$ cat src/flash_ctrl_cfg.svh
`ifndef FLASH_CTRL_CFG_SVH
`define FLASH_CTRL_CFG_SVH

// ==========================================================
// register byte offsets
`define OFS_CURRENT_ONE     8'h00
`define OFS_CURRENT_TWO     8'h04
`define OFS_REDUCED_CURRENT 8'h08
`define OFS_CONTROL         8'h0c
`define OFS_LIMITS          8'h10
`define OFS_ACTUAL          8'h14
`define OFS_MINIMUM         8'h18
`define OFS_IRQ_STATUS      8'h1c
`define OFS_IRQ_MASK        8'h20
`define OFS_STATE           8'h24

// ==========================================================
// control field positions
`define CTL_MODE_LSB        0
`define CTL_OUT_ON          2
`define CTL_PINFN_LSB       3
`define CTL_TRIG_USE        5
`define CTL_TRIG_LEVEL      6
`define CTL_BLOCK_LOWBAT    7
`define CTL_DUTY_LSB        8

// ==========================================================
// status bit positions
`define ST_LOWBAT           0
`define ST_TXMASK           1
`define ST_TIMEOUT          2
`define ST_IDLE_OFF         3

// ==========================================================
// reset values
`define RST_CURRENT         8'h00
`define RST_REDUCED         8'h00
`define RST_CONTROL         12'h000
`define RST_DURATION        16'h0064
`define RST_DUTY            4'h0

// ==========================================================
// timing
`define CLK_PERIOD_NS       10
`define PWM_FREQ_HZ         31250
`define PWM_PERIOD_CYC      (1000000000 / (`PWM_FREQ_HZ * `CLK_PERIOD_NS))
`define STEP_TIME_NS        8000
`define STEP_CYC            (`STEP_TIME_NS / `CLK_PERIOD_NS)
`define IDLE_TIME_NS        100000000
`define IDLE_CYC            (`IDLE_TIME_NS / `CLK_PERIOD_NS)
`define DUR_UNIT_NS         100000
`define DUR_UNIT_CYC        (`DUR_UNIT_NS / `CLK_PERIOD_NS)

`endif

$ cat src/flash_ctrl_pkg.sv
package flash_ctrl_pkg;

    typedef enum logic [1:0] {
        mode_standby,
        mode_indicator,
        mode_assist,
        mode_flash
    } mode_e;

    typedef enum {
        st_idle,
        st_wait_trig,
        st_flash,
        st_done
    } flash_st_e;

    typedef struct packed {
        logic [3:0] duty;
        logic       block_lowbat;
        logic       trig_level;
        logic       trig_use;
        logic [1:0] pin_fn;
        logic       out_on;
        logic [1:0] mode;
    } control_s;

    typedef struct packed {
        logic torch;
        logic trig;
        logic txmask;
        logic scl;
        logic bat_low_pre;
        logic bat_low_run;
    } pins_s;

endpackage

$ cat src/flash_ctrl.sv
// Operation
// - idle clock low for timeout in active modes forces shutdown and register defaults
// - mode 00 with pin function 10 follows torch pin using seven bits
// - mode 01 enabled runs pwm at 31.25kHz with programmed duty
// - low current pwm uses only six low current bits
// - mode 10 enabled runs assist with seven low current bits
// - flash with pin function 01 and mask high uses reduced current
// - prestart battery check below threshold sets low battery flag
// - failed check with blocking set prevents flash, stays off
// - failed check without blocking runs flash at reduced current
// - runtime low battery reduces current or halts ramp, sets flag
// - undervoltage current change one step every 8us
// - current code in use is readable during flash
// - lowest code of a pulse stays readable after it
`timescale 1ns/1ps
`include "flash_ctrl_cfg.svh"

module flash_ctrl
    import flash_ctrl_pkg::*;
#(
    parameter int IDLE_CYCLES = `IDLE_CYC,
    parameter int UNIT_CYCLES = `DUR_UNIT_CYC
) (
    input  wire logic        clock_in,
    input  wire logic        reset_in,
    input  wire logic [31:0] s_axi_awaddr,
    input  wire logic        s_axi_awvalid,
    output logic             s_axi_awready,
    input  wire logic [31:0] s_axi_wdata,
    input  wire logic [3:0]  s_axi_wstrb,
    input  wire logic        s_axi_wvalid,
    output logic             s_axi_wready,
    output logic [1:0]       s_axi_bresp,
    output logic             s_axi_bvalid,
    input  wire logic        s_axi_bready,
    input  wire logic [31:0] s_axi_araddr,
    input  wire logic        s_axi_arvalid,
    output logic             s_axi_arready,
    output logic [31:0]      s_axi_rdata,
    output logic [1:0]       s_axi_rresp,
    output logic             s_axi_rvalid,
    input  wire logic        s_axi_rready,
    input  wire pins_s       pins_in,
    output logic [7:0]       sink_code_out,
    output logic             sink_on_out,
    output logic [1:0]       mode_out,
    output logic             irq_out
);

    localparam int PWM_CYC  = `PWM_PERIOD_CYC;
    localparam int STEP_CYC = `STEP_CYC;

    // ==========================================================
    // registers
    logic [7:0]  cur_one_ff;
    logic [7:0]  current_setting_two_ff;
    logic [7:0]  reduced_ff;
    control_s    ctl_ff;
    logic [15:0] duration_ff;
    logic [7:0]  actual_ff;
    logic [7:0]  minimum_ff;
    logic [3:0]  status_ff;
    logic [3:0]  mask_ff;
    flash_st_e   fst_ff;
    logic [31:0] idle_cnt_ff;
    logic [15:0] pwm_cnt_ff;
    logic [15:0] step_cnt_ff;
    logic [31:0] dur_cnt_ff;
    logic [15:0] units_ff;
    logic        trig_d_ff;
    logic        tx_seen_ff;

    // ==========================================================
    // bus handshake
    logic        aw_ff;
    logic        w_ff;
    logic [7:0]  awaddr_ff;
    logic [31:0] wdata_ff;
    logic [3:0]  wstrb_ff;
    logic        do_write;
    logic        do_read;
    logic [31:0] rd_val;
    logic [3:0]  nxt_status;
    logic [3:0]  set_ev;
    logic        idle_fire;
    logic        flash_act;

    assign s_axi_awready = !aw_ff && !s_axi_bvalid;
    assign s_axi_wready  = !w_ff && !s_axi_bvalid;
    assign s_axi_arready = !s_axi_rvalid;
    assign do_write      = aw_ff && w_ff && !s_axi_bvalid;
    assign do_read       = s_axi_arvalid && s_axi_arready;

    always_ff @(posedge clock_in) begin
        if (reset_in) begin
            aw_ff        <= 1'b0;
            w_ff         <= 1'b0;
            awaddr_ff    <= 8'h00;
            wdata_ff     <= 32'h0000_0000;
            wstrb_ff     <= 4'h0;
            s_axi_bvalid <= 1'b0;
        end else begin
            if (s_axi_awvalid && s_axi_awready) begin
                aw_ff     <= 1'b1;
                awaddr_ff <= s_axi_awaddr[7:0];
            end
            if (s_axi_wvalid && s_axi_wready) begin
                w_ff     <= 1'b1;
                wdata_ff <= s_axi_wdata;
                wstrb_ff <= s_axi_wstrb;
            end
            if (do_write) begin
                aw_ff        <= 1'b0;
                w_ff         <= 1'b0;
                s_axi_bvalid <= 1'b1;
            end else if (s_axi_bready) begin
                s_axi_bvalid <= 1'b0;
            end
        end
    end
    assign s_axi_bresp = 2'b00;

    always_comb begin
        case (s_axi_araddr[7:0])
            `OFS_CURRENT_ONE:     rd_val = {24'h000000, cur_one_ff};
            `OFS_CURRENT_TWO:     rd_val = {24'h000000, current_setting_two_ff};
            `OFS_REDUCED_CURRENT: rd_val = {24'h000000, reduced_ff};
            `OFS_CONTROL:         rd_val = {20'h00000, ctl_ff};
            `OFS_LIMITS:          rd_val = {16'h0000, duration_ff};
            `OFS_ACTUAL:          rd_val = {24'h000000, actual_ff};
            `OFS_MINIMUM:         rd_val = {24'h000000, minimum_ff};
            `OFS_IRQ_STATUS:      rd_val = {28'h0000000, status_ff};
            `OFS_IRQ_MASK:        rd_val = {28'h0000000, mask_ff};
            `OFS_STATE:           rd_val = {27'h0, sink_on_out, 2'b00, mode_out};
            default:              rd_val = 32'h0000_0000;
        endcase
    end

    always_ff @(posedge clock_in) begin
        if (reset_in) begin
            s_axi_rvalid <= 1'b0;
            s_axi_rdata  <= 32'h0000_0000;
            s_axi_rresp  <= 2'b00;
        end else if (do_read) begin
            s_axi_rvalid <= 1'b1;
            s_axi_rdata  <= rd_val;
            s_axi_rresp  <= (s_axi_araddr[7:0] > `OFS_STATE || s_axi_araddr[1:0] != 2'b00)
                            ? 2'b10 : 2'b00;
        end else if (s_axi_rready) begin
            s_axi_rvalid <= 1'b0;
        end
    end

    // ==========================================================
    // configuration registers
    always_ff @(posedge clock_in) begin
        if (reset_in || idle_fire) begin
            cur_one_ff             <= `RST_CURRENT;
            current_setting_two_ff <= `RST_CURRENT;
            reduced_ff             <= `RST_REDUCED;
            ctl_ff                 <= `RST_CONTROL;
            duration_ff            <= `RST_DURATION;
            mask_ff                <= 4'h0;
        end else if (do_write && wstrb_ff[0]) begin
            case (awaddr_ff)
                `OFS_CURRENT_ONE:     cur_one_ff <= wdata_ff[7:0];
                `OFS_CURRENT_TWO:     current_setting_two_ff <= wdata_ff[7:0];
                `OFS_REDUCED_CURRENT: reduced_ff <= wdata_ff[7:0];
                `OFS_CONTROL:         ctl_ff <= control_s'(wdata_ff[11:0]);
                `OFS_LIMITS:          duration_ff <= wdata_ff[15:0];
                `OFS_IRQ_MASK:        mask_ff <= wdata_ff[3:0];
                default: ;
            endcase
        end
    end

    // ==========================================================
    // idle clock watchdog
    assign idle_fire = (idle_cnt_ff >= 32'(IDLE_CYCLES - 1)) && !pins_in.scl;
    always_ff @(posedge clock_in) begin
        if (reset_in || pins_in.scl || ctl_ff.mode == 2'b00 || !ctl_ff.out_on) begin
            idle_cnt_ff <= 32'h0000_0000;
        end else if (!idle_fire) begin
            idle_cnt_ff <= idle_cnt_ff + 32'h0000_0001;
        end else begin
            idle_cnt_ff <= 32'h0000_0000;
        end
    end

    // ==========================================================
    // flash sequencer
    logic trig_rise;
    logic tx_red;
    logic limit_hit;
    logic [7:0] target;
    assign trig_rise = pins_in.trig && !trig_d_ff;
    assign limit_hit = (units_ff >= duration_ff);
    assign tx_red    = (ctl_ff.pin_fn == 2'b01) && pins_in.txmask;
    assign flash_act = (fst_ff == st_flash);

    always_ff @(posedge clock_in) begin
        if (reset_in) begin
            trig_d_ff <= 1'b0;
        end else begin
            trig_d_ff <= pins_in.trig;
        end
    end

    always_ff @(posedge clock_in) begin
        if (reset_in || idle_fire || ctl_ff.mode != 2'b11 || !ctl_ff.out_on) begin
            fst_ff <= st_idle;
        end else begin
            case (fst_ff)
                st_idle: begin
                    if (pins_in.bat_low_pre && ctl_ff.block_lowbat) begin
                        fst_ff <= st_done;
                    end else if (ctl_ff.trig_use) begin
                        fst_ff <= st_wait_trig;
                    end else begin
                        fst_ff <= st_flash;
                    end
                end
                st_wait_trig: begin
                    if (ctl_ff.trig_level ? pins_in.trig : trig_rise) begin
                        fst_ff <= st_flash;
                    end
                end
                st_flash: begin
                    if (limit_hit || (ctl_ff.trig_use && ctl_ff.trig_level && !pins_in.trig)) begin
                        fst_ff <= st_done;
                    end
                end
                st_done: ;
                default: fst_ff <= st_idle;
            endcase
        end
    end

    always_ff @(posedge clock_in) begin
        if (reset_in || !flash_act) begin
            dur_cnt_ff <= 32'h0000_0000;
            units_ff   <= 16'h0000;
        end else if (dur_cnt_ff >= 32'(UNIT_CYCLES - 1)) begin
            dur_cnt_ff <= 32'h0000_0000;
            units_ff   <= units_ff + 16'h0001;
        end else begin
            dur_cnt_ff <= dur_cnt_ff + 32'h0000_0001;
        end
    end

    // ==========================================================
    // flash current with undervoltage stepping
    logic prelow_ff;
    assign target = (prelow_ff || tx_red) ? reduced_ff : cur_one_ff;
    always_ff @(posedge clock_in) begin
        if (reset_in || idle_fire) begin
            prelow_ff <= 1'b0;
        end else if (fst_ff == st_idle) begin
            prelow_ff <= pins_in.bat_low_pre;
        end
    end

    always_ff @(posedge clock_in) begin
        if (reset_in || !flash_act) begin
            step_cnt_ff <= 16'h0000;
        end else if (step_cnt_ff >= 16'(STEP_CYC - 1)) begin
            step_cnt_ff <= 16'h0000;
        end else begin
            step_cnt_ff <= step_cnt_ff + 16'h0001;
        end
    end

    always_ff @(posedge clock_in) begin
        if (reset_in || idle_fire) begin
            actual_ff  <= 8'h00;
            minimum_ff <= 8'hff;
        end else if (fst_ff == st_idle || fst_ff == st_wait_trig) begin
            actual_ff <= 8'h00;
        end else if (flash_act) begin
            if (actual_ff == 8'h00 && units_ff == 16'h0000 && dur_cnt_ff == 32'h0) begin
                minimum_ff <= target;
            end
            if (step_cnt_ff == 16'(STEP_CYC - 1)) begin
                if (pins_in.bat_low_run) begin
                    if (actual_ff > target) begin
                        actual_ff <= target;
                    end else if (actual_ff != 8'h00) begin
                        actual_ff  <= actual_ff - 8'h01;
                        minimum_ff <= (actual_ff - 8'h01 < minimum_ff)
                                      ? actual_ff - 8'h01 : minimum_ff;
                    end
                end else if (actual_ff < target) begin
                    actual_ff <= actual_ff + 8'h01;
                end else if (actual_ff > target) begin
                    actual_ff <= target;
                end
            end
            if (actual_ff > target) begin
                actual_ff <= target;
            end
        end
    end

    // ==========================================================
    // events and interrupt
    assign set_ev = {idle_fire,
                     flash_act && limit_hit,
                     flash_act && tx_red,
                     (fst_ff == st_idle && ctl_ff.mode == 2'b11 && ctl_ff.out_on
                      && pins_in.bat_low_pre) || (flash_act && pins_in.bat_low_run)};
    always_comb begin
        nxt_status = status_ff;
        if (do_write && awaddr_ff == `OFS_IRQ_STATUS) begin
            nxt_status = status_ff & ~wdata_ff[3:0];
        end
        nxt_status = nxt_status | set_ev;
    end
    always_ff @(posedge clock_in) begin
        if (reset_in) begin
            status_ff <= 4'h0;
        end else begin
            status_ff <= nxt_status;
        end
    end
    assign irq_out = |(status_ff & mask_ff);

    // ==========================================================
    // mode selection and sink drive
    always_ff @(posedge clock_in) begin
        if (reset_in || idle_fire || pwm_cnt_ff >= 16'(PWM_CYC - 1)) begin
            pwm_cnt_ff <= 16'h0000;
        end else begin
            pwm_cnt_ff <= pwm_cnt_ff + 16'h0001;
        end
    end

    always_ff @(posedge clock_in) begin
        if (reset_in || idle_fire) begin
            sink_code_out <= 8'h00;
            sink_on_out   <= 1'b0;
            mode_out      <= mode_standby;
        end else if (ctl_ff.mode == 2'b00) begin
            mode_out      <= mode_standby;
            sink_on_out   <= (ctl_ff.pin_fn == 2'b10) && pins_in.torch;
            sink_code_out <= (ctl_ff.pin_fn == 2'b10 && pins_in.torch)
                             ? {1'b0, cur_one_ff[6:0]} : 8'h00;
        end else if (!ctl_ff.out_on) begin
            mode_out      <= mode_standby;
            sink_on_out   <= 1'b0;
            sink_code_out <= 8'h00;
        end else if (ctl_ff.mode == 2'b01) begin
            mode_out      <= mode_indicator;
            sink_code_out <= {2'b00, cur_one_ff[5:0]};
            sink_on_out   <= pwm_cnt_ff < 16'(((ctl_ff.duty + 1) * PWM_CYC) / 16);
        end else if (ctl_ff.mode == 2'b10) begin
            mode_out      <= mode_assist;
            sink_code_out <= {1'b0, cur_one_ff[6:0]};
            sink_on_out   <= 1'b1;
        end else begin
            mode_out      <= flash_act ? mode_flash : mode_standby;
            sink_code_out <= flash_act ? actual_ff : 8'h00;
            sink_on_out   <= flash_act;
        end
    end

endmodule

$ cat config.mk
export PLATFORM = sky130hd
export DESIGN_NAME = flash_ctrl
export DESIGN_NICKNAME = d
export VERILOG_FILES = /design/src/flash_ctrl_pkg.sv /design/src/flash_ctrl.sv
export VERILOG_INCLUDE_DIRS = /design/src
export SDC_FILE = /design/constraint.sdc
export NUM_CORES = 1
export LEC_CHECK = 0
export BUFFER_PORTS_ARGS = -buffer_cell sky130_fd_sc_hd__buf_2
export CORE_MARGIN = 1
export CORE_UTILIZATION = 42
export DETAILED_ROUTE_END_ITERATION = 10
export GPL_TIMING_DRIVEN = 0
export HOLD_SLACK_MARGIN = 0.03
export PLACE_DENSITY = 0.71
export SLEW_MARGIN = 10
export SYNTH_ARGS = -nofsm -noshare
export SYNTH_HDL_FRONTEND = slang
export SYNTH_SLANG_ARGS = --single-unit
export TNS_END_PERCENT = 100
$ cat constraint.sdc
create_clock -name clock_in -period 4.45 [get_ports clock_in]
set_input_delay 0.2225 -clock clock_in [delete_from_list [all_inputs] [get_ports clock_in]]
set_output_delay 0.2225 -clock clock_in [all_outputs]
set_load 0.02 [all_outputs]
==> flow_summary.yaml, run 1 <==
synthesis:
  synth_top_area_share_pct: 41.4
  synthXorXnorAreaFrac_pct: 5.96
  ys_types: 69
  ys_seq_area_share_pct: 41.4
  synth_fa_ha_area_share_pct: 7.63
  syn_area_mm2: 0.0120
  synth-simple-area-share_pct: 21.1
  synth.avg_cell_area_um2: 8.69
  synth_compound_area_share_pct: 11.2
  synth_edf_count: 0
  async_flop_share_pct: 0
  ys_warn_count: 0
  yosys_most_used_dff: "dfxtp_1"
  synth_top_family_by_area: "simple AND/OR/NAND/NOR gates"
  ys_seq_elements: 249
  synth_cells: 1386
  synthTopCellsByArea: "dfxtp_1 (41%), ha_1 (7.4%), nor2_1 (6.4%), mux2i_1 (5.5%), nand2_1 (4.9%)"
  synth.area.mux_share_pct: 7.73
  yosysTopAreaCell: "dfxtp_1"
global_routing:
  grt_pass1_vias: 9798
  grt_util_met1_pct: 27.0
  grt_start_max_net_pins: 15
  grt-ovfl-total: 0
  track_usage_pct: 20.8
  gr-usage-met2_pct: 35.4
  grt_pass1_wl_um: 49000
  grt_busiest_layer: "met2"
  use_met3_pct: 2.60
  antenna_found_initial: 1
worst_hold_path:
  hold_path.class: "input port to flop"
  holdCritStartpoint: "pins_in[2]"
power_and_ir_drop:
  power.density_mw_per_mm2: 337
  peakVddDrop_mv: 0.283
  p_total_w: 0.00483
  leakagePower_nw: 6.16
route:
  wl_per_cell_um: 15.3
  via_count: 10364
  drt-total-wl_um: 30200
  dr.first_iter.drc_count: 634
  dr.pass1.iters: 5
  via_per_inst: 5.26
  detail-route-antenna-nets: 0
  drcViolationCount: 0
sta:
  finClkSkew_ns: 0.0239
  hold_viol: 0
  fin_crit_sh_pct: 94.8
  holdWs_ns: 0.113
  drv_slew: 0
  final.setup.tns_ns: 0
  clock.fmax_mhz: 237
  setup_viol: 0
  rsz0062_at_grt: "no"
  min_period_ns: 4.22
  tightest_slew_ns: 1.29
  slew_headroom_pct: 13.2
place:
  hpwl_um: 22200
  io_buffer_count: 75
  gp_congestion: 0.920
  post_dp_cell_area_mm2: 0.0131
cells_and_area:
  fin_nets: 1758
  area_growth_pct: 18.9
  fin_area_mm2: 0.0143
  fill_cells: 2588
  drive_above_1_share_pct: 10.4
floorplanning:
  die_w_um: 171
  start_util_pct: 43.0
  row_count: 61
  core_mm2: 0.0280
  fp.dieH_um: 171
  fp.dieArea_mm2: 0.0293
  ioPinCount: 166
worst_setup_path:
  r2r_start: "ctl_ff[4]$_SDFFE_PP0P_"
  worstPathRequired_ns: 4.89
  critPathMaxFanout: 8
  end_kind: "flop"
  start_kind: "flop"
  critical_path_class: "flop to flop"
  worst_ep_arrival_time_ns: 4.65
  startpoint: "ctl_ff[4]$_SDFFE_PP0P_"
cts:
  clkSinkCount: 249
  cts_setup_buffers: 0
  cts_buffer_depth: 3
  clkTransAtPathRegs_ns: 0.06
  htree_levels: 1
  cts_root_buf: "clkbuf_16"
  tritoncts: "built"
  clk_latency_ns: 0.54
  numCtsBuffers: 26
run_status:
  status: "finished clean"
flow_run:
  drv_cap: 0
## power by group
part | internal, W | leakage (nW) | total, W | switching, W
combinational | 0.0000913 | 3.70 | 0.000236 | 0.000144
clock | 0.00139 | 0.441 | 0.00230 | 0.000918
sequential | 0.00227 | 2.02 | 0.00229 | 0.0000245
total | 0.00375 | 6.16 | 0.00483 | 0.00109
## cell usage after synthesis, types with 3 or more instances
master,n
dfxtp_1,249
nor2_1,204
nand2_1,156
a21oi_1,82
ha_1,71
mux2i_1,66
inv_1,59
xor2_1,53
clkbuf_1,52
nand3_1,43
o21ai_0,31
xnor2_1,29
and3_1,28
a22oi_1,22
buf_4,19
nor3_1,19
nand4_1,18
nor4_1,15
nor2b_1,12
a31oi_1,11
mux2_2,8
mux4_2,8
nand2b_1,8
o211a_1,8
a21o_1,7
and4_1,7
buf_1,7
or4_1,7
a211oi_1,6
and2_1,6
o211ai_1,5
o21ai_1,5
a2111oi_0,4
a222oi_1,4
nor4b_1,4
a21boi_0,3
nand3b_1,3
o21a_1,3
or2_2,3
or3_1,3
## stage by stage
step | utilization [%] | worst slack (ns) | instances
3_3_place_gp | 46.7 | 0.202 | 1893
4_1_cts | 51.1 | 0.115 | 1971
3_5_place_dp | 46.7 | 0.142 | 1893
2_1_floorplan | - | 1.06 | 1440
5_1_grt | 51.1 | 0.0580 | 1972
6_report | 51.1 | 0.233 | 1972
## flip-flops by register name, indices dropped and copies added, names as in the netlist, 4 cells and up
name,cells
mask_ff,4
s_axi_rdata,16
minimum_ff,8
ctl_ff,12
dur_cnt_ff,32
idle_cnt_ff,32
actual_ff,8
step_cnt_ff,16
wdata_ff,16
pwm_cnt_ff,16
awaddr_ff,8
sink_code_out,8
reduced_ff,8
cur_one_ff,8
status_ff,4
duration_ff,16
current_setting_two_ff,8
units_ff,16
## final timing paths
| path | to | slack [ns] | depth (start not counted) |
|---|---|---|---|
| setup / recovery | actual_ff[6]$_SDFFE_PP0P_ | 0.23 | 11 |
| hold / removal | status_ff[3]$_SDFF_PP0_ | 0.11 | 4 |
| setup reg to reg | actual_ff[6]$_SDFFE_PP0P_ | 0.23 | 11 |
| hold reg to reg | pwm_cnt_ff[0]$_SDFF_PP0_ | 0.45 | 1 |
## layout by cell type (no fill, tap or decap), types with 31 or more instances in the layout
master and instances:
clkbuf_1 57, nor2_1 203, a21oi_1 82, xor2_1 53, inv_1 59, nand2_1 156, nand3_1 43, buf_2 75
mux2i_1 66, conb_1 55, o21ai_0 31, dfxtp_1 249, ha_1 71
## cell families after synthesis
family,count (synthesis)
compound gates,212
xor+xnor,82
fa+ha+maj,73
buf+inv,138
flops,249
mux,82
other cells,1
simple gates,549
## final cells by class
| type | instances | area (µm²) | area share (%) |
|---|---|---|---|
| buffer | 79 | 375 | 2.62 |
| clock buffer | 38 | 777 | 5.43 |
| timing repair buffer | 105 | 676 | 4.72 |
| inverter | 59 | 221 | 1.55 |
| tap | 378 | 473 | 3.30 |
| antenna | 1 | 2.50 | 0.0175 |
| clock inverter | 10 | 140 | 0.979 |
| sequential | 249 | 4980 | 34.8 |
| multi-input combinational | 1053 | 6670 | 46.6 |
## critical path: stages (launching register included)
cell and delay (ns):
dfxtp_1 0.41, nor2_1 0.11, nor2_2 0.45, mux2i_1 0.55, ha_1 0.35, and3_1 0.23
a221oi_1 0.56, nor2_1 0.09, o41a_1 0.52, a21oi_1 0.52, nor2_1 0.08, a211oi_1 0.24
## metal layers
layer	share of wire, %	wire, µm	up-vias
met5	0	0	-
met4	3.2	979	0
met3	4.8	1440	67
met2	47	14200	278
met1	45	13600	4913
li1	-	-	5106
## what timing repair did
action / in CTS / in global routing
hold buffers: 30 / 0
endpoints found under the setup margin: 0 / 14
resized for setup: 0 / 1
hold endpoints to repair: 30 / 0
No activity file was read; power rests on OpenSTA's default activity.
==> inputs of run 2 (changes only) <==
ABC_AREA = 1   (was unset)
CORE_UTILIZATION = 57   (was 42)
MAX_ROUTING_LAYER = met4   (was unset)
PLACE_DENSITY = 0.89   (was 0.71)
==> flow_summary.yaml, run 2 <==
global_routing:
  antenna_found_initial: 1
  grt_pass1_wl_um: 59500
  grt-ovfl-total: 0
  grt_start_max_net_pins: 14
  track_usage_pct: 32.1
  grt_pass1_vias: 11993
sta:
  finClkSkew_ns: 0.0169
  rsz0062_at_grt: "no"
  clock.fmax_mhz: 268
  drv_slew: 0
  holdWs_ns: 0.0841
  min_period_ns: 3.73
  fin_crit_sh_pct: 83.8
  tightest_slew_ns: 0.871
  setup_viol: 0
  final.setup.tns_ns: 0
  slew_headroom_pct: 41.5
  hold_viol: 0
synthesis:
  ys_seq_area_share_pct: 38.2
  async_flop_share_pct: 0
  synthTopCellsByArea: "dfxtp_1 (38%), nand2_1 (12%), ha_1 (6.8%), inv_1 (6.3%), a21oi_1 (6.1%)"
  yosys_most_used_dff: "dfxtp_1"
  synth_edf_count: 0
  ys_types: 52
  yosysTopAreaCell: "dfxtp_1"
  synth_cells: 1839
  syn_area_mm2: 0.0131
  synthTopCellsByCount: "nand2_1 (424), dfxtp_1 (249), inv_1 (220)"
  synth.avg_cell_area_um2: 7.10
  ys_warn_count: 0
  ys_seq_elements: 249
  synth_top_area_share_pct: 38.2
  synth_most_common_cell: "nand2_1"
power_and_ir_drop:
  peakVddDrop_mv: 0.283
  leakagePower_nw: 6.41
  power.density_mw_per_mm2: 321
  p_seq_share_pct: 47.2
  power_switching_w: 0.00115
  clkPwrFrac_pct: 46.5
  intPower_w: 0.00372
  combPwrFrac_pct: 6.3
  p_sw_share_pct: 23.7
route:
  via_per_inst: 5.55
  via_count: 12953
  drcViolationCount: 0
  detail-route-antenna-nets: 0
  dr.first_iter.drc_count: 1114
  drt-total-wl_um: 37000
  dr.pass1.iters: 7
  wl_per_cell_um: 15.9
cts:
  cts_resized: 0
  clkTransAtPathRegs_ns: 0.07
  cts_buffer_depth: 3
  cts-hold-fix-buffers: 30
  cts_setup_buffers: 0
  clkSinkCount: 249
  cts_root_buf: "clkbuf_16"
  numCtsBuffers: 27
  htree_levels: 1
  tritoncts: "built"
  clk_latency_ns: 0.55
place:
  hpwl_um: 26500
  gp_congestion: 0.993
  io_buffer_count: 78
cells_and_area:
  most-common-layout-cells: "nand2_1 (424), dfxtp_1 (249), inv_1 (220)"
  area_growth_pct: 16.4
  drive_above_1_share_pct: 9.72
  fin_nets: 2215
  reg_top3: "dur_cnt_ff: 32 flops, idle_cnt_ff: 32 flops"
  layout_commonest_cell: "nand2_1"
worst_setup_path:
  critPathMaxFanout: 7
  worst_ep_arrival_time_ns: 4.21
  start_kind: "flop"
  crit_chain: "clkbuf_1 > inv_1 > ha_1 > xor2_1 > ha_1 > ha_1 > fa_1 > nand3_1 > nand2_1 > xnor2_1 > ha_1 > a21oi_1 > o21ai_0 > a211oi_1 > nand3_1 > a21oi_1"
  cp_num_buf_inv: 2
  slowest_stage: "fa_1"
  critPathMaxStageDelay_ns: 0.41
  end_kind: "flop"
  worstPathRequired_ns: 4.93
  cp_common_cell: "ha_1"
  cp_top_family: "adder cells"
  critical_path_class: "flop to flop"
run_status:
  status: "finished clean"
worst_hold_path:
  hold_path.class: "input port to flop"
floorplanning:
  ioPinCount: 166
  fp.dieH_um: 153
  core_mm2: 0.0226
  fp.dieArea_mm2: 0.0235
  row_count: 55
  die_w_um: 153
  start_util_pct: 57.8
flow_run:
  drv_cap: 0
==> run 2: tightest hold or removal path, stage by stage <==
cell and delay [ns]:
buf_2 0.07, inv_1 0.11, nand3_4 0.14, nor2_1 0.04
==> run 2: final cells by class <==
class	count	area (µm²)
diodes	1	2.50
plain buffers	62	364
clock buffers	36	749
clock inverters	10	138
fillers	1850	7380
inverters	223	837
multi-input cells	1359	7070
flip-flops and latches	249	4980
well taps	285	357
repair buffers	108	691
==> run 2: metal layers <==
layer	vias to the layer above	share of wire, %	GRT usage, %
li1	6239	-	-
met1	5901	40	38.6
met2	652	47	52.9
met3	161	8.3	4.31
met4	0	5.2	16.0
met5	-	0	-
==> run 2: final timing paths <==
check,startpoint,to,slack [ns],depth (start not counted)
setup reg to reg,ctl_ff[8]$_SDFFE_PP0P_,sink_on_out$_SDFF_PP0_,0.72,16
hold reg to reg,pwm_cnt_ff[0]$_SDFF_PP0_,pwm_cnt_ff[0]$_SDFF_PP0_,0.44,1
hold / removal,pins_in[2],idle_cnt_ff[0]$_SDFF_PP0_,0.08,4
setup / recovery,ctl_ff[8]$_SDFFE_PP0P_,sink_on_out$_SDFF_PP0_,0.72,16
==> run 2: logic make-up (layout without fill, tap and decap cells) <==
logic type / count (synthesis) / after routing / share of synthesized area, %
fa+ha+maj: 72 / 72 / 6.96
compound gates: 283 / 283 / 11.6
flops: 249 / 249 / 38.2
other cells: 1 / 56 / 0.0287
simple gates: 890 / 890 / 30.1
xor+xnor: 59 / 59 / 3.96
buf+inv: 285 / 439 / 9.20
==> run 2: power groups by stage <==
stage	sequential (W)	combinational [W]	clock, W
3_3_place_gp	0.00235	0.000264	0
5_1_grt	0.00231	0.000331	0.00236
4_1_cts	0.00230	0.000291	0.00227
2_1_floorplan	0.00234	0.000185	0
3_5_place_dp	0.00235	0.000270	0
6_report	0.00230	0.000307	0.00227
==> run 2: through the flow <==
step           cells  util, %  power, W  setup WS (ns)  area (µm²)
2_1_floorplan   1893        -   0.00253           1.23       13300
3_3_place_gp    2256     62.0   0.00261          0.860       14000
3_5_place_dp    2256     62.0   0.00262          0.781       14000
4_1_cts         2332     67.3   0.00486          0.742       15200
5_1_grt         2333     67.3   0.00500          0.429       15200
6_report        2333     67.3   0.00488          0.720       15200
==> inputs of run 3 (changes only) <==
CORE_UTILIZATION = 53   (was 57)
PLACE_DENSITY = 0.87   (was 0.89)
clock period = 3.25 ns   (was 4.45 ns; I/O delays follow)
==> flow_summary.yaml, run 3 (same netlist as run 2, synthesis figures left out) <==
route:
  via_per_inst: 5.42
  dr.pass1.iters: 5
  detail-route-antenna-nets: 0
  drcViolationCount: 0
  wl_per_cell_um: 15.7
  drt-total-wl_um: 37400
  dr.first_iter.drc_count: 1146
  via_count: 12954
sta:
  setup_viol: 1
  fin_crit_sh_pct: 101
  drv_slew: 0
  clock.fmax_mhz: 305
  slew_headroom_pct: 33.8
  hold_viol: 0
  rsz0062_at_grt: "yes"
  finalWorstSetupSlack_ns: -0.0333
  finClkSkew_ns: 0.0298
  tightest_slew_ns: 0.983
  final.setup.tns_ns: -0.0333
  min_period_ns: 3.28
floorplanning:
  die_w_um: 159
  core_mm2: 0.0242
  fp.dieArea_mm2: 0.0253
  ioPinCount: 166
  row_count: 57
  start_util_pct: 53.8
  fp.dieH_um: 159
place:
  hpwl_um: 26800
  io_buffer_count: 78
  post_dp_cell_area_mm2: 0.0141
  gp_congestion: 0.986
worst_setup_path:
  worstPathRequired_ns: 3.76
  r2r_end: "sink_on_out$_SDFF_PP0_"
  critical_path_class: "flop to flop"
  critPathMaxFanout: 4
  r2r_slack_ns: -0.03
  r2r_start: "ctl_ff[9]$_SDFFE_PP0P_"
  start_kind: "flop"
  worstRegToRegCells: 18
  worst_ep_arrival_time_ns: 3.79
  end_kind: "flop"
power_and_ir_drop:
  peakVddDrop_mv: 0.455
  power.density_mw_per_mm2: 438
  leakagePower_nw: 6.49
cells_and_area:
  fin_nets: 2227
  fin_area_mm2: 0.0156
  multi_input_area_mm2: 0.00724
  area_growth_pct: 19.5
  drive_above_1_share_pct: 12.1
  seqCellArea_mm2: 0.00499
  most-common-layout-cells: "nand2_1 (419), dfxtp_1 (247), inv_1 (218)"
  fill_cells: 2094
  reg_top3: "dur_cnt_ff: 32 flops, idle_cnt_ff: 32 flops"
  final_core_util_pct: 64.3
  layout_commonest_cell: "nand2_1"
global_routing:
  grt-ovfl-total: 0
  grt_pass1_vias: 11910
  antenna_found_initial: 1
  grt_start_max_net_pins: 16
  grt_pass1_wl_um: 58700
  track_usage_pct: 29.4
cts:
  cts_buffer_depth: 3
  clk_latency_ns: 0.57
  cts_root_buf: "clkbuf_16"
  numCtsBuffers: 27
  clkSinkCount: 249
  tritoncts: "built"
  htree_levels: 1
  clkTransAtPathRegs_ns: 0.07
worst_hold_path:
  holdPathEnd: "wdata_ff[3]$_SDFFE_PP0P_"
  min_path_cells: 4
  holdCritStartpoint: "s_axi_wvalid"
  hold_path.class: "input port to flop"
flow_run:
  drv_cap: 0
run_status:
  status: "finished with violations"
  violations: "setup timing"
==> run 3: changes by cell type in the layout (fill, tap and decap cells not counted), moves of 4 or more <==
cell,delta
clkbuf_1,-5
nand2_2,+4
nand2_1,-5
ha_1,-8
dlygate4sd3_1,+4
buf_4,+8
clkinvlp_4,+4
ha_4,+5
==> run 3: critical path: stages, from the launching register on <==
cell and delay [ns]:
dfxtp_4 0.36, ha_2 0.19, inv_1 0.06, nand2_1 0.08, nand2_2 0.09, inv_1 0.06, ha_1 0.31, ha_4 0.29
ha_2 0.29, nand2_1 0.11, nand2_1 0.11, nand2_1 0.08, nand2_1 0.07, a21oi_2 0.14, xor2_1 0.18, ha_1 0.27
a211oi_2 0.27, nand3_2 0.15, a21oi_2 0.13
==> run 3: layout make-up <==
| type | instances | area share (%) |
|---|---|---|
| inverters | 223 | 5.41 |
| plain buffers | 62 | 2.41 |
| clock inverters | 17 | 1.28 |
| clock buffers | 33 | 4.80 |
| multi-input cells | 1359 | 46.4 |
| well taps | 324 | 2.60 |
| diodes | 1 | 0.0160 |
| repair buffers | 120 | 5.07 |
| flip-flops and latches | 249 | 32.0 |
==> run 3: what timing repair did <==
action | in CTS | in global routing
endpoints found under the hold margin | 36 | 0
gates resized for setup | 23 | 22
buffers inserted | 6 | 2
gates cloned | 0 | 0
pin swaps | 11 | 11
setup endpoints to repair | 1 | 17
hold buffers | 34 | 0
==> run 3: routing by layer <==
metal / track usage [%] / part of all wire [%]
met1: 34.8 / 40
met2: 48.1 / 47
met3: 5.44 / 8.9
met4: 14.2 / 4.8
met5: - / 0
==> run 3: stage by stage <==
stage                     hold WS, ns  setup WS, ns  instances  total power (W)
final                           0.117       -0.0333       2388          0.00683
after floorplan                 0.268        0.0294       1893          0.00346
after global placement          0.420        -0.312       2295          0.00357
after global routing            0.151        -0.172       2388          0.00703
after CTS                      0.0442       0.00161       2385          0.00683
after detailed placement        0.425        -0.412       2295          0.00359
==> run 3: how the worst max path moves through the flow <==
stage / from / endpoint / slack, ns / cells past startpoint
2_1_floorplan: ctl_ff[8]$_SDFFE_PP0P_ / sink_on_out$_SDFF_PP0_ / 0.03 / 16
3_3_place_gp: ctl_ff[8]$_SDFFE_PP0P_ / sink_on_out$_SDFF_PP0_ / -0.31 / 16
3_5_place_dp: ctl_ff[8]$_SDFFE_PP0P_ / sink_on_out$_SDFF_PP0_ / -0.41 / 16
4_1_cts: ctl_ff[8]$_SDFFE_PP0P_ / sink_on_out$_SDFF_PP0_ / 0.002 / 16
5_1_grt: ctl_ff[9]$_SDFFE_PP0P_ / sink_on_out$_SDFF_PP0_ / -0.17 / 18
6_report: ctl_ff[9]$_SDFFE_PP0P_ / sink_on_out$_SDFF_PP0_ / -0.03 / 18
==> run 3: where the power goes <==
| part | switching, W | internal, W |
|---|---|---|
| sequential | 0.0000402 | 0.00311 |
| clock | 0.00135 | 0.00190 |
| combinational | 0.000291 | 0.000141 |
